===== src/hdl/cvzs_map.vh =====
// Register map, field positions, reset values and timing of the sequencer
`ifndef CVZS_MAP_VH
`define CVZS_MAP_VH

`define CVZS_NZ 4
// Word offsets as byte addresses
`define CVZS_OFF_CTRL 5'h00
`define CVZS_OFF_TIMER 5'h04
`define CVZS_OFF_JOG 5'h08
`define CVZS_OFF_STAT 5'h0c
`define CVZS_OFF_IMAGE 5'h10
`define CVZS_OFF_NADDR 5'h14
// Control fields
`define CVZS_CTRL_POL 3:0
`define CVZS_CTRL_QEN 7:4
`define CVZS_CTRL_SING 11:8
`define CVZS_CTRL_HACC 15:12
`define CVZS_CTRL_AUXLAST 16
`define CVZS_CTRL_AUXPOL 17
`define CVZS_CTRL_RST 32'h0000000f
// Timer fields, tenths of a second
`define CVZS_TMR_ARR 7:0
`define CVZS_TMR_CLR 15:8
`define CVZS_TMR_JAM 23:16
`define CVZS_TMR_UNJ 31:24
`define CVZS_TMR_RST 32'h14640a64
// Jog fields
`define CVZS_JOG_EN 3:0
`define CVZS_JOG_REV 7:4
// Network image
`define CVZS_ZONE_BITS 8
`define CVZS_NADDR_MIN 8'h10
// Timer tick
`define CVZS_TICK_MS 100
`define CVZS_CLK_KHZ 20000

`endif


===== src/hdl/cvzs_tmr.v =====
// Per-zone down counter in tenth-second ticks
`timescale 1ns/1ns
module cvzs_tmr (
  input wire ref_clk_i,
  input wire rst_b_i,
  input wire load_i,
  input wire [7:0] val_i,
  input wire tick_i,
  output wire done_o
);

  reg [7:0] cnt_r;

  always @(posedge ref_clk_i or negedge rst_b_i) begin
    if (!rst_b_i) begin
      cnt_r <= 8'h00;
    end else if (load_i) begin
      cnt_r <= val_i;
    end else if (tick_i && cnt_r != 8'h00) begin
      cnt_r <= cnt_r - 8'h01;
    end
  end

  assign done_o = (cnt_r == 8'h00);

endmodule // cvzs_tmr


===== src/hdl/cvzs_top.v =====
// Four-zone conveyor sequencer with Avalon-MM register slave
//
// How it works
// - Motor power indicator lights only while motor supply is judged good.
// - Sensor blocked level programmable; optional quality input qualifies it.
// - No trays and no start request: motor stays stopped.
// - Upstream start request runs motor forward and starts arrival timer.
// - Arrival timer expiring before sensor blocks stops motor.
// - Blocked sensor raises start request to downstream zone.
// - Blocked sensor starts jam timer; still blocked at expiry means jam.
// - Sensor clearing runs motor for clear interval, then stops.
// - Zero clear interval runs until next tray or downstream sensor blocks.
// - Accumulate from downstream or host stops motor once tray blocks.
// - Zone held under accumulation asserts accumulate upstream.
// - Accumulate removed: held zone moves tray on, drops upstream accumulate.
// - Zone waiting in arrival interval asserts accumulate upstream.
// - Aux last-release mode: inactive pulse releases exactly one head tray.
// - Singulate zone holds upstream accumulate until its tray clears.
// - Jam detection only outside jog; jam sets host-readable status bit.
// - Jam with zero unjam interval stops motor.
// - Jam with nonzero unjam interval reverses motor.
// - Unjam expiry with sensor blocked stops motor, flashes fault light.
// - Clear sensor leaves jam state, including removal by hand.
// - Host jog bits run motor forward or reverse, bypassing sequencing.
// - Eight image bits per zone; network address at least sixteen.
// - Zero jam interval disables jam detection, motor keeps forward.
// - Sensor clearing during reversal returns to forward operation.
//
// Decided for this implementation: the placing of the registers and the Avalon-MM slave port.
`timescale 1ns/1ns
`include "cvzs_map.vh"
module cvzs_top #(
  parameter TICK_CYC = `CVZS_TICK_MS * `CVZS_CLK_KHZ
) (
  input wire ref_clk_i,
  input wire rst_b_i,
  input wire [2:0] avs_address_i,
  input wire avs_read_i,
  input wire avs_write_i,
  input wire [31:0] avs_writedata_i,
  input wire [3:0] avs_byteenable_i,
  output reg [31:0] avs_readdata_o,
  output reg avs_waitrequest_o,
  input wire [3:0] sens_i,
  input wire [3:0] qual_i,
  input wire aux_i,
  input wire start_up_i,
  input wire acc_dn_i,
  input wire blk_dn_i,
  input wire mpwr_ok_i,
  output reg start_dn_o,
  output reg acc_up_o,
  output reg [3:0] mot_fwd_o,
  output reg [3:0] mot_rev_o,
  output reg mpwr_led_o,
  output reg fault_led_o
);

  localparam ST_IDLE = 3'h0;
  localparam ST_ARR = 3'h1;
  localparam ST_BLK = 3'h2;
  localparam ST_HOLD = 3'h3;
  localparam ST_CLR = 3'h4;
  localparam ST_REV = 3'h5;
  localparam ST_STOP = 3'h6;

  function [31:0] be_merge;
    input [31:0] old;
    input [31:0] wd;
    input [3:0] be;
    integer k;
    begin
      be_merge = old;
      for (k = 0; k < 4; k = k + 1) begin
        if (be[k]) begin
          be_merge[k*8 +: 8] = wd[k*8 +: 8];
        end
      end
    end
  endfunction

  function is_jam;
    input [2:0] st;
    begin
      is_jam = (st == ST_REV) || (st == ST_STOP);
    end
  endfunction

  // ==========================================================
  // Register slave
  // ==========================================================
  reg [31:0] ctrl_r;
  reg [31:0] tmr_r;
  reg [7:0] jog_r;
  reg [7:0] naddr_r;
  wire [4:0] byte_addr = {avs_address_i, 2'b00};
  wire req = avs_read_i | avs_write_i;
  wire wr_go = avs_write_i & ~avs_waitrequest_o;
  wire [3:0] jam_w;
  wire [3:0] flt_w;
  wire [3:0] blk_w;
  wire [3:0] run_w;
  wire [3:0] rev_w;
  wire [3:0] start_w;
  wire [3:0] accup_w;
  wire [31:0] image_w;
  wire [31:0] naddr_wd;
  wire [31:0] jog_wd;
  reg [31:0] rd_nxt;

  assign naddr_wd = be_merge({24'h000000, naddr_r}, avs_writedata_i,
                             avs_byteenable_i);
  assign jog_wd = be_merge({24'h000000, jog_r}, avs_writedata_i,
                           avs_byteenable_i);

  always @* begin
    case (byte_addr)
      `CVZS_OFF_CTRL: rd_nxt = ctrl_r;
      `CVZS_OFF_TIMER: rd_nxt = tmr_r;
      `CVZS_OFF_JOG: rd_nxt = {24'h000000, jog_r};
      `CVZS_OFF_STAT: rd_nxt = {18'h00000, fault_led_o, mpwr_led_o,
                                run_w, blk_w, jam_w};
      `CVZS_OFF_IMAGE: rd_nxt = image_w;
      `CVZS_OFF_NADDR: rd_nxt = {24'h000000, naddr_r};
      default: rd_nxt = 32'h00000000;
    endcase
  end

  // One wait cycle per access, then acknowledge
  always @(posedge ref_clk_i or negedge rst_b_i) begin
    if (!rst_b_i) begin
      avs_waitrequest_o <= 1'b1;
      avs_readdata_o <= 32'h00000000;
    end else begin
      avs_waitrequest_o <= ~(req & avs_waitrequest_o);
      if (avs_read_i && avs_waitrequest_o) begin
        avs_readdata_o <= rd_nxt;
      end
    end
  end

  always @(posedge ref_clk_i or negedge rst_b_i) begin
    if (!rst_b_i) begin
      ctrl_r <= `CVZS_CTRL_RST;
      tmr_r <= `CVZS_TMR_RST;
      jog_r <= 8'h00;
      naddr_r <= `CVZS_NADDR_MIN;
    end else if (wr_go) begin
      case (byte_addr)
        `CVZS_OFF_CTRL: ctrl_r <= be_merge(ctrl_r, avs_writedata_i,
                                           avs_byteenable_i);
        `CVZS_OFF_TIMER: tmr_r <= be_merge(tmr_r, avs_writedata_i,
                                           avs_byteenable_i);
        `CVZS_OFF_JOG: jog_r <= jog_wd[7:0];
        `CVZS_OFF_NADDR: begin
          if (naddr_wd[7:0] >= `CVZS_NADDR_MIN) begin
            naddr_r <= naddr_wd[7:0];
          end
        end
        default: ;
      endcase
    end
  end

  // ==========================================================
  // Tick, indicators, aux release
  // ==========================================================
  reg [21:0] pre_r;
  reg tick_r;
  reg flash_r;
  reg aux_act_r;
  reg rel_r;
  reg head_blk_d_r;
  wire aux_act = aux_i ~^ ctrl_r[`CVZS_CTRL_AUXPOL];
  wire aux_last = ctrl_r[`CVZS_CTRL_AUXLAST];
  wire acc_head = acc_dn_i | (aux_last & aux_act & ~rel_r);

  always @(posedge ref_clk_i or negedge rst_b_i) begin
    if (!rst_b_i) begin
      pre_r <= 22'h000000;
      tick_r <= 1'b0;
      flash_r <= 1'b0;
    end else begin
      tick_r <= (pre_r == TICK_CYC[21:0] - 22'h000001);
      if (pre_r == TICK_CYC[21:0] - 22'h000001) begin
        pre_r <= 22'h000000;
      end else begin
        pre_r <= pre_r + 22'h000001;
      end
      if (tick_r) begin
        flash_r <= ~flash_r;
      end
    end
  end

  always @(posedge ref_clk_i or negedge rst_b_i) begin
    if (!rst_b_i) begin
      aux_act_r <= 1'b0;
      rel_r <= 1'b0;
      head_blk_d_r <= 1'b0;
    end else begin
      aux_act_r <= aux_act;
      head_blk_d_r <= blk_w[3];
      if (aux_last && aux_act_r && !aux_act) begin
        rel_r <= 1'b1;
      end else if (head_blk_d_r && !blk_w[3]) begin
        rel_r <= 1'b0;
      end
    end
  end

  // ==========================================================
  // Zone sequencers
  // ==========================================================
  wire [3:0] start_src = {start_w[2:0], start_up_i};
  wire [3:0] acc_src = {acc_head, accup_w[3:1]} |
                       ctrl_r[`CVZS_CTRL_HACC];
  wire [3:0] blk_dn = {blk_dn_i, blk_w[3:1]};

  genvar g;
  generate
    for (g = 0; g < `CVZS_NZ; g = g + 1) begin : g_zone
      reg [2:0] st_r;
      reg [2:0] st_nxt;
      reg blk_r;
      reg flt_r;
      reg flt_nxt;
      reg ld;
      reg [7:0] ld_val;
      wire jog = jog_r[g];
      wire tdone;
      wire [7:0] t_arr = tmr_r[`CVZS_TMR_ARR];
      wire [7:0] t_clr = tmr_r[`CVZS_TMR_CLR];
      wire [7:0] t_jam = tmr_r[`CVZS_TMR_JAM];
      wire [7:0] t_unj = tmr_r[`CVZS_TMR_UNJ];

      cvzs_tmr u_tmr (
        .ref_clk_i(ref_clk_i),
        .rst_b_i(rst_b_i),
        .load_i(ld),
        .val_i(ld_val),
        .tick_i(tick_r & ~jog),
        .done_o(tdone)
      );

      // Quality low holds the last trusted reading
      always @(posedge ref_clk_i or negedge rst_b_i) begin
        if (!rst_b_i) begin
          blk_r <= 1'b0;
        end else if (!ctrl_r[4 + g] || qual_i[g]) begin
          blk_r <= sens_i[g] ~^ ctrl_r[g];
        end
      end

      always @* begin
        st_nxt = st_r;
        flt_nxt = flt_r;
        ld = 1'b0;
        ld_val = t_arr;
        case (st_r)
          ST_IDLE: begin
            if (blk_r) begin
              st_nxt = acc_src[g] ? ST_HOLD : ST_BLK;
              ld = 1'b1;
              ld_val = t_jam;
            end else if (start_src[g]) begin
              st_nxt = ST_ARR;
              ld = 1'b1;
              ld_val = t_arr;
            end
          end
          ST_ARR: begin
            if (blk_r) begin
              st_nxt = acc_src[g] ? ST_HOLD : ST_BLK;
              ld = 1'b1;
              ld_val = t_jam;
            end else if (tdone) begin
              st_nxt = ST_IDLE;
            end
          end
          ST_BLK: begin
            if (!blk_r) begin
              st_nxt = ST_CLR;
              ld = 1'b1;
              ld_val = t_clr;
            // Accumulate only stops a newly arriving tray
            end else if (t_jam != 8'h00 && tdone) begin
              st_nxt = (t_unj == 8'h00) ? ST_STOP : ST_REV;
              ld = 1'b1;
              ld_val = t_unj;
            end
          end
          ST_HOLD: begin
            if (!blk_r) begin
              st_nxt = ST_IDLE;
            end else if (!acc_src[g]) begin
              st_nxt = ST_BLK;
              ld = 1'b1;
              ld_val = t_jam;
            end
          end
          ST_CLR: begin
            if (blk_r) begin
              st_nxt = acc_src[g] ? ST_HOLD : ST_BLK;
              ld = 1'b1;
              ld_val = t_jam;
            end else if (t_clr == 8'h00) begin
              if (blk_dn[g]) begin
                st_nxt = ST_IDLE;
              end
            end else if (tdone) begin
              st_nxt = ST_IDLE;
            end
          end
          ST_REV: begin
            if (!blk_r) begin
              st_nxt = ST_ARR;
              ld = 1'b1;
              ld_val = t_arr;
            end else if (tdone) begin
              st_nxt = ST_STOP;
              flt_nxt = 1'b1;
            end
          end
          ST_STOP: begin
            if (!blk_r) begin
              st_nxt = ST_IDLE;
              flt_nxt = 1'b0;
            end
          end
          default: st_nxt = ST_IDLE;
        endcase
      end

      // Jog freezes the machine and its timer
      always @(posedge ref_clk_i or negedge rst_b_i) begin
        if (!rst_b_i) begin
          st_r <= ST_IDLE;
          flt_r <= 1'b0;
        end else if (!jog) begin
          st_r <= st_nxt;
          flt_r <= flt_nxt;
        end
      end

      assign jam_w[g] = is_jam(st_r);
      assign flt_w[g] = flt_r;
      assign blk_w[g] = blk_r;
      assign rev_w[g] = jog ? jog_r[4 + g] : (st_r == ST_REV);
      assign run_w[g] = jog ? ~jog_r[4 + g] :
                        (st_r == ST_ARR) || (st_r == ST_BLK) ||
                        (st_r == ST_CLR);
      assign start_w[g] = (st_r == ST_BLK) || (st_r == ST_HOLD) ||
                          (st_r == ST_CLR);
      assign accup_w[g] = (st_r == ST_ARR) || (st_r == ST_HOLD) ||
                          (ctrl_r[8 + g] && st_r == ST_BLK);
      assign image_w[g*8 +: 8] = {jam_w[g], flt_r, blk_r, run_w[g],
                                  rev_w[g], accup_w[g], start_w[g],
                                  jog};
    end
  endgenerate

  // ==========================================================
  // Registered outputs
  // ==========================================================
  always @(posedge ref_clk_i or negedge rst_b_i) begin
    if (!rst_b_i) begin
      mot_fwd_o <= 4'h0;
      mot_rev_o <= 4'h0;
      start_dn_o <= 1'b0;
      acc_up_o <= 1'b0;
      mpwr_led_o <= 1'b0;
      fault_led_o <= 1'b0;
    end else begin
      mot_fwd_o <= run_w;
      mot_rev_o <= rev_w;
      start_dn_o <= start_w[3];
      acc_up_o <= accup_w[0];
      mpwr_led_o <= mpwr_ok_i;
      fault_led_o <= (|flt_w) & flash_r;
    end
  end

endmodule // cvzs_top


===== config.mk =====
export PLATFORM = sky130hd
export DESIGN_NAME = cvzs_top
export DESIGN_NICKNAME = d
export VERILOG_FILES = /design/src/hdl/cvzs_tmr.v /design/src/hdl/cvzs_top.v
export VERILOG_INCLUDE_DIRS = /design/src /design/src/hdl
export SDC_FILE = /design/constraint.sdc
export NUM_CORES = 1
export LEC_CHECK = 0
export CAP_MARGIN = 20
export CORE_AREA = 2 2 161 163
export DETAILED_ROUTE_END_ITERATION = 12
export DIE_AREA = 0 0 163 165
export DONT_BUFFER_PORTS = 1
export PLACE_DENSITY = 0.7
export REMOVE_ABC_BUFFERS = 1
export SYNTH_ARGS = -nofsm -noshare
export SYNTH_HDL_FRONTEND = slang
export SYNTH_SLANG_ARGS = --single-unit

===== constraint.sdc =====
create_clock -name ref_clk_i -period 3.94 [get_ports ref_clk_i]
set_clock_uncertainty 0.05 [all_clocks]
set_input_delay 0.788 -clock ref_clk_i [delete_from_list [all_inputs] [get_ports ref_clk_i]]
set_output_delay 0.788 -clock ref_clk_i [all_outputs]
set_load 0.01 [all_outputs]

After elaboration in Yosys (flattened, before gate mapping)
Cells that the tools add are included.
- reductions and logical operators: 106
- mux-type cells: 162
- order comparisons: 1
- eq/ne operators: 62
- $add $sub $neg: 5
- bitwise gates (word level): 29
- operator list (cell ; number):
    $mux W8 ; 29
    $pmux W32 S6 ; 1
    $mux W3 ; 56
    $pmux W8 S3 ; 4
    $pmux W3 S7 ; 4
    $mux W1 ; 58
    $logic_not A8 Y1 ; 6
    $ne A3 B3 Y1 const B ; 16
    $eq A3 B3 Y1 const B ; 14
    $reduce_bool A8 Y1 ; 5
    $logic_or A1 B1 Y1 ; 32
    $sub A8 B1 Y8 const B ; 4
    $eq A3 B2 Y1 const B ; 10
    $reduce_and A3 Y1 ; 10
    $reduce_and A7 Y1 ; 4
    $ne A2 B2 Y1 const B ; 12
    $add A22 B1 Y22 const B ; 1
    $eq A22 B21 Y1 const B ; 1
    $mux W22 ; 1
    $pmux W1 S5 ; 4
    $reduce_and A5 Y1 ; 4
    $reduce_bool A2 Y1 ; 9
    $logic_and A1 B1 Y1 ; 16
    $ne A4 B4 Y1 const B ; 4
    other kinds (15) ; 60
- bits in registers: 204
- logic and storage cells: 405
- input bits: 56
- output and inout port bits: 45

Longest topological paths before layout
- word-level depth: 9
- mapped depth: 10
- depth with buffers taken out: 7

Modules after synthesis
From an unflattened synthesis, not the netlist that was laid out.
- cell total of the unflattened synthesis: 1319
- area, all modules: 12540.8 um^2
- modules (own cells, without submodules) (module ; sequential area each (um^2) ; cells each ; times used ; area an instance (um^2)):
    cvzs_top ; 4324.1 ; 1087 ; 1 ; 10428.8
    cvzs_tmr ; 200.2 ; 58 ; 4 ; 528.0

Least setup slack after synthesis
No wires, ideal clock.
- path kind: register to register
- from: reg g_zone[2].u_tmr.cnt_r[0]
- to: reg g_zone[2].st_r[0]
- path slack: 1455 ps
- data required time: 3765 ps
- library setup time: 125 ps
- arrival time: 2311 ps
- clock period less this slack: 2485 ps
- path buffers: 0
- cell stages (with the launch flop): 8
- path through: dfrtp_1 > inv_1 > ha_1 > nor3b_1 > o211ai_4 > o211ai_1 > and4_1 > mux2_2
- longest elaborated chain between the ends: 5
- elaborated cells on any way between the ends: 10
- classes of those cells: eq/ne (2); mux (5); reduce/logical (3)
- RTL lines (element ; line ; source):
    start: declaration ; cvzs_tmr.v:12 ; reg [7:0] cnt_r;
    start signal: assignment ; cvzs_tmr.v:18 ; cnt_r <= val_i;
    start signal: assignment ; cvzs_tmr.v:20 ; cnt_r <= cnt_r - 8'h01;
    $logic_not A8 Y1 * ; cvzs_tmr.v:24 ; assign done_o = (cnt_r == 8'h00);
    $mux W3 (3 in a row) ; - ;
    $pmux W3 S7 ; - ;
    end signal: assignment ; cvzs_top.v:341 ; st_r <= st_nxt;
    end: declaration ; cvzs_top.v:223 ; reg [2:0] st_r;
Mark *: on every way between the ends. The rest lies on a longest branch, timed or not.
A chain may end at the register's enable or synchronous reset.

Final worst setup path
- from: reg tmr_r[19]
- to: reg g_zone[0].u_tmr.cnt_r[1]
- longest elaborated chain between the ends: 6
- elaborated cells on any way between the ends: 10
- classes of those cells: mux (7); reduce/logical (3)
- RTL lines (element ; line ; source):
    start: declaration ; cvzs_top.v:93 ; reg [31:0] tmr_r;
    start signal: assignment ; cvzs_top.v:145 ; tmr_r <= `CVZS_TMR_RST;
    start signal: assignment ; cvzs_top.v:152 ; `CVZS_OFF_TIMER: tmr_r <= be_merge(tmr_r, avs_writedata_i,
    $reduce_bool A8 Y1 * ; cvzs_top.v:287 ; end else if (t_jam != 8'h00 && tdone) begin
    $logic_and A1 B1 Y1 * ; cvzs_top.v:287 ;
    $mux W1 / $mux W8 (equally long branches) ; cvzs_top.v:287 ;
    $mux W1 / $mux W8 (equally long branches) ; cvzs_top.v:282 ; if (!blk_r) begin
    $pmux W1 S5 / $pmux W8 S3 (equally long branches) ; cvzs_top.v:260 ; case (st_r)
    $mux W8 / $reduce_bool A2 Y1 (equally long branches) ; - ;
    end signal: assignment ; cvzs_tmr.v:18 ;
    end signal: assignment ; cvzs_tmr.v:20 ;
    end: declaration ; cvzs_tmr.v:12 ;
Marks and branches as above.

==> results by group <==
Outcome
  – Status: finished with violations
  – Failing checks: hold timing

Route
  – Remaining DRCs: 0
  – Drt first pass iters: 6
  – Detailed router's first-iteration violation count: 1541
  – Routed via count: 12300
  – Post-Route WL: 46.6 mm
  – ANT nets after route: 0
  – Vias per inst: 7.03
  – Routed len/inst: 26.6 microns

Floorplanning
  – Row Count: 58
  – Die Area: 26900 sq um
  – Die X: 163 microns
  – Core box area: 25000 sq um
  – Die Ht: 165 microns
  – Initial core utilization: 54.4%
  – I/O pins: 101

Critical path
  – CP max stage cell: or4_1
  – Crit path required time: 4.28 ns
  – Reg2reg setup slack: 1.04 ns
  – Startpoint Class: flop
  – CP cell instances: or4_1, o211ai_2, a21boi_1, a211o_1, mux2i_1
  – Crit-path max cell delay: 0.82 ns
  – Arr. time, crit path: 3.24 ns
  – Crit path max fanout: 12
  – Family with the most delay on the worst path: compound AO/OA/AOI/OAI gates
  – Crit path kind: reg -> reg
  – Worst R2R Start: tmr_r[19]
  – Critical Path Start: tmr_r[19]
  – Critical path buffers and inverters: 0
  – Crit end category: flop

Yosys
  – Synthesized cell area: 13600 sq um
  – Avg Cell Area, Syn: 9.25 sq um
  – Async set or reset register ratio after synthesis: 100%
  – Post-Syn Instances: 1473
  – #FFs+latches synth: 204
  – Post-synth EDFFs: 0
  – Post-synthesis sequential area ratio: 37.6%
  – Synth cell types: 87
  – Yosys warnings: 0
  – Most used DFF post-synth: dfrtp_1

Clock network
  – Clock transition at path regs: 0.07 ns
  – Setup bufs post-CTS: 0
  – Clk root buf: clkbuf_16
  – Largest buffer count on any clock path: 3
  – H-tree levels: 1
  – Clk_lat worst skew: 0.53 ns
  – Total CTS buffers: 23
  – Resize count post-CTS: 0
  – Clock sinks: 204
  – CTS tree: yes

Placement
  – IO buf count: 0
  – DPL Wire Length: 32.5 mm
  – Gpl congestion: 0.990
  – Placed inst area: 13800 sq um

Timing
  – Slew Limit Fails: 0
  – Final hold slack: -0.0862 ns
  – Endpoints failing hold: 81
  – Fin crit period: 2.90 ns
  – Final setup vio count: 0
  – Final period utilization: 73.6%
  – Slew @ Worst Pin: 1.05 ns
  – Final setup TNS: 0 ns
  – Worst rel slew slack: 29.8%
  – RSZ-0062 raised after global routing: no
  – Fmax: 0.345 GHz

Run
  – Max cap viols: 0

Global routing
  – Largest net degree at the start of global routing: 205
  – Overflow after GRT: 0
  – Antenna violations before repair: 0
  – Total GRT Usage: 34.6%
  – First-pass GRT wire length: 71.1 mm
  – Vias in the first global route: 11600

Power
  – Leakage dissipation: 5.89 nW
  – Peak VDD IR: 0.623 mV
  – Pwr Density: 729 nW/um^2
  – Tot Pwr: 10.6 mW

Cells and area
  – # nets final: 1465
  – Most common cell after layout, fill and taps aside: dfrtp_1
  – Most frequent cells in the layout: 188 x dfrtp_1, 100 x nor2_1, 100 x nand2_1
  – Fin area: 14500 sq um
  – Share of layout cells above drive strength 1: 14.4%
  – Area growth, synth to finish: 6.79%

Worst hold path
  – Min-Delay Path Class: in -> async
## sequential cells by signal, indices dropped and copies added, names as in the netlist
name,cells
g_zone.blk_r,4
mpwr_led_o,1
start_dn_o,1
fault_led_o,1
flash_r,1
pre_r,22
ctrl_r,32
tmr_r,32
mot_fwd_o,4
g_zone.st_r,12
g_zone.flt_r,4
avs_readdata_o,32
jog_r,8
avs_waitrequest_o,1
aux_act_r,1
naddr_r,8
head_blk_d_r,1
tick_r,1
g_zone.u_tmr.cnt_r,32
acc_up_o,1
rel_r,1
mot_rev_o,4
## cells by family (layout without fill, tap and decap cells)
family	Yosys count	count (layout)	share of synthesized area, %
xor gates and xnor gates	52	52	3.34
DFF	204	204	37.6
muxes	177	177	14.0
other	0	1	0
adders and majority gates	5	5	0.459
AOI/OAI and AO/OA	444	444	23.5
and+or+nand+nor	430	430	16.4
buffers and inverters	161	109	4.69
## layout make-up
cell class / instances / area (sq um)
fillers: 2184 / 10500
clock buffers: 36 / 674
multi-input cells: 1108 / 7880
repair buffers: 28 / 210
inverters: 39 / 146
diodes: 1 / 2.50
well taps: 330 / 413
flip-flops and latches: 204 / 5120
clock inverters: 6 / 97.6
## per-layer routing
metal / track usage [%] / vias up / part of all wire, %
li1: - / 5419 / -
met1: 47.4 / 5956 / 40
met2: 51.9 / 787 / 44
met3: 8.71 / 153 / 12
met4: 15.6 / 0 / 4.9
met5: 0 / - / 0
## metrics by stage
step	setup slack, ns	cells	hold slack (ns)	utilization [%]
global route	0.892	1751	-0.0994	58.1
finish	1.04	1752	-0.0862	58.1
detailed placement	1.12	1709	0.425	55.0
floorplan	0.648	1351	0.392	-
CTS	1.10	1751	-0.0989	58.1
global placement	1.21	1709	0.416	55.0
## path summary, 6_finish.rpt
kind                       cells past startpoint                        to
max in group asynchronous                      0           g_zone[2].blk_r
min                                            0  g_zone[0].u_tmr.cnt_r[3]
min in group ref_clk_i                         0                mpwr_led_o
min reg2reg                                    1                 pre_r[21]
max                                            5  g_zone[0].u_tmr.cnt_r[1]
max reg2reg                                    5  g_zone[0].u_tmr.cnt_r[1]
## where the power goes
part	switching (mW)	internal (mW)
Combinational	2.70	1.90
Sequential	1.16	2.64
Clock	0.893	1.31
## cells in the mapped netlist (all sizes together) (17+ instances only)
master	count	area share, %
dfrtp	188	35
o21ai	104	3.9
nand2	100	2.8
nor2	100	2.8
clkbuf	98	2.7
mux2	95	7.9
mux2i	81	6.0
a21oi	60	2.3
inv	36	0.99
nand2b	36	1.7
nand3	34	1.2
o211ai	31	1.9
xnor2	29	1.9
nor4	26	1.2
nor3	25	0.96
buf	24	0.92
o31ai	24	1.3
nor2b	23	1.1
xor2	23	1.5
a211oi	20	1.2
a32oi	17	1.1
Note: power is estimated with default switching activity, not from simulation.
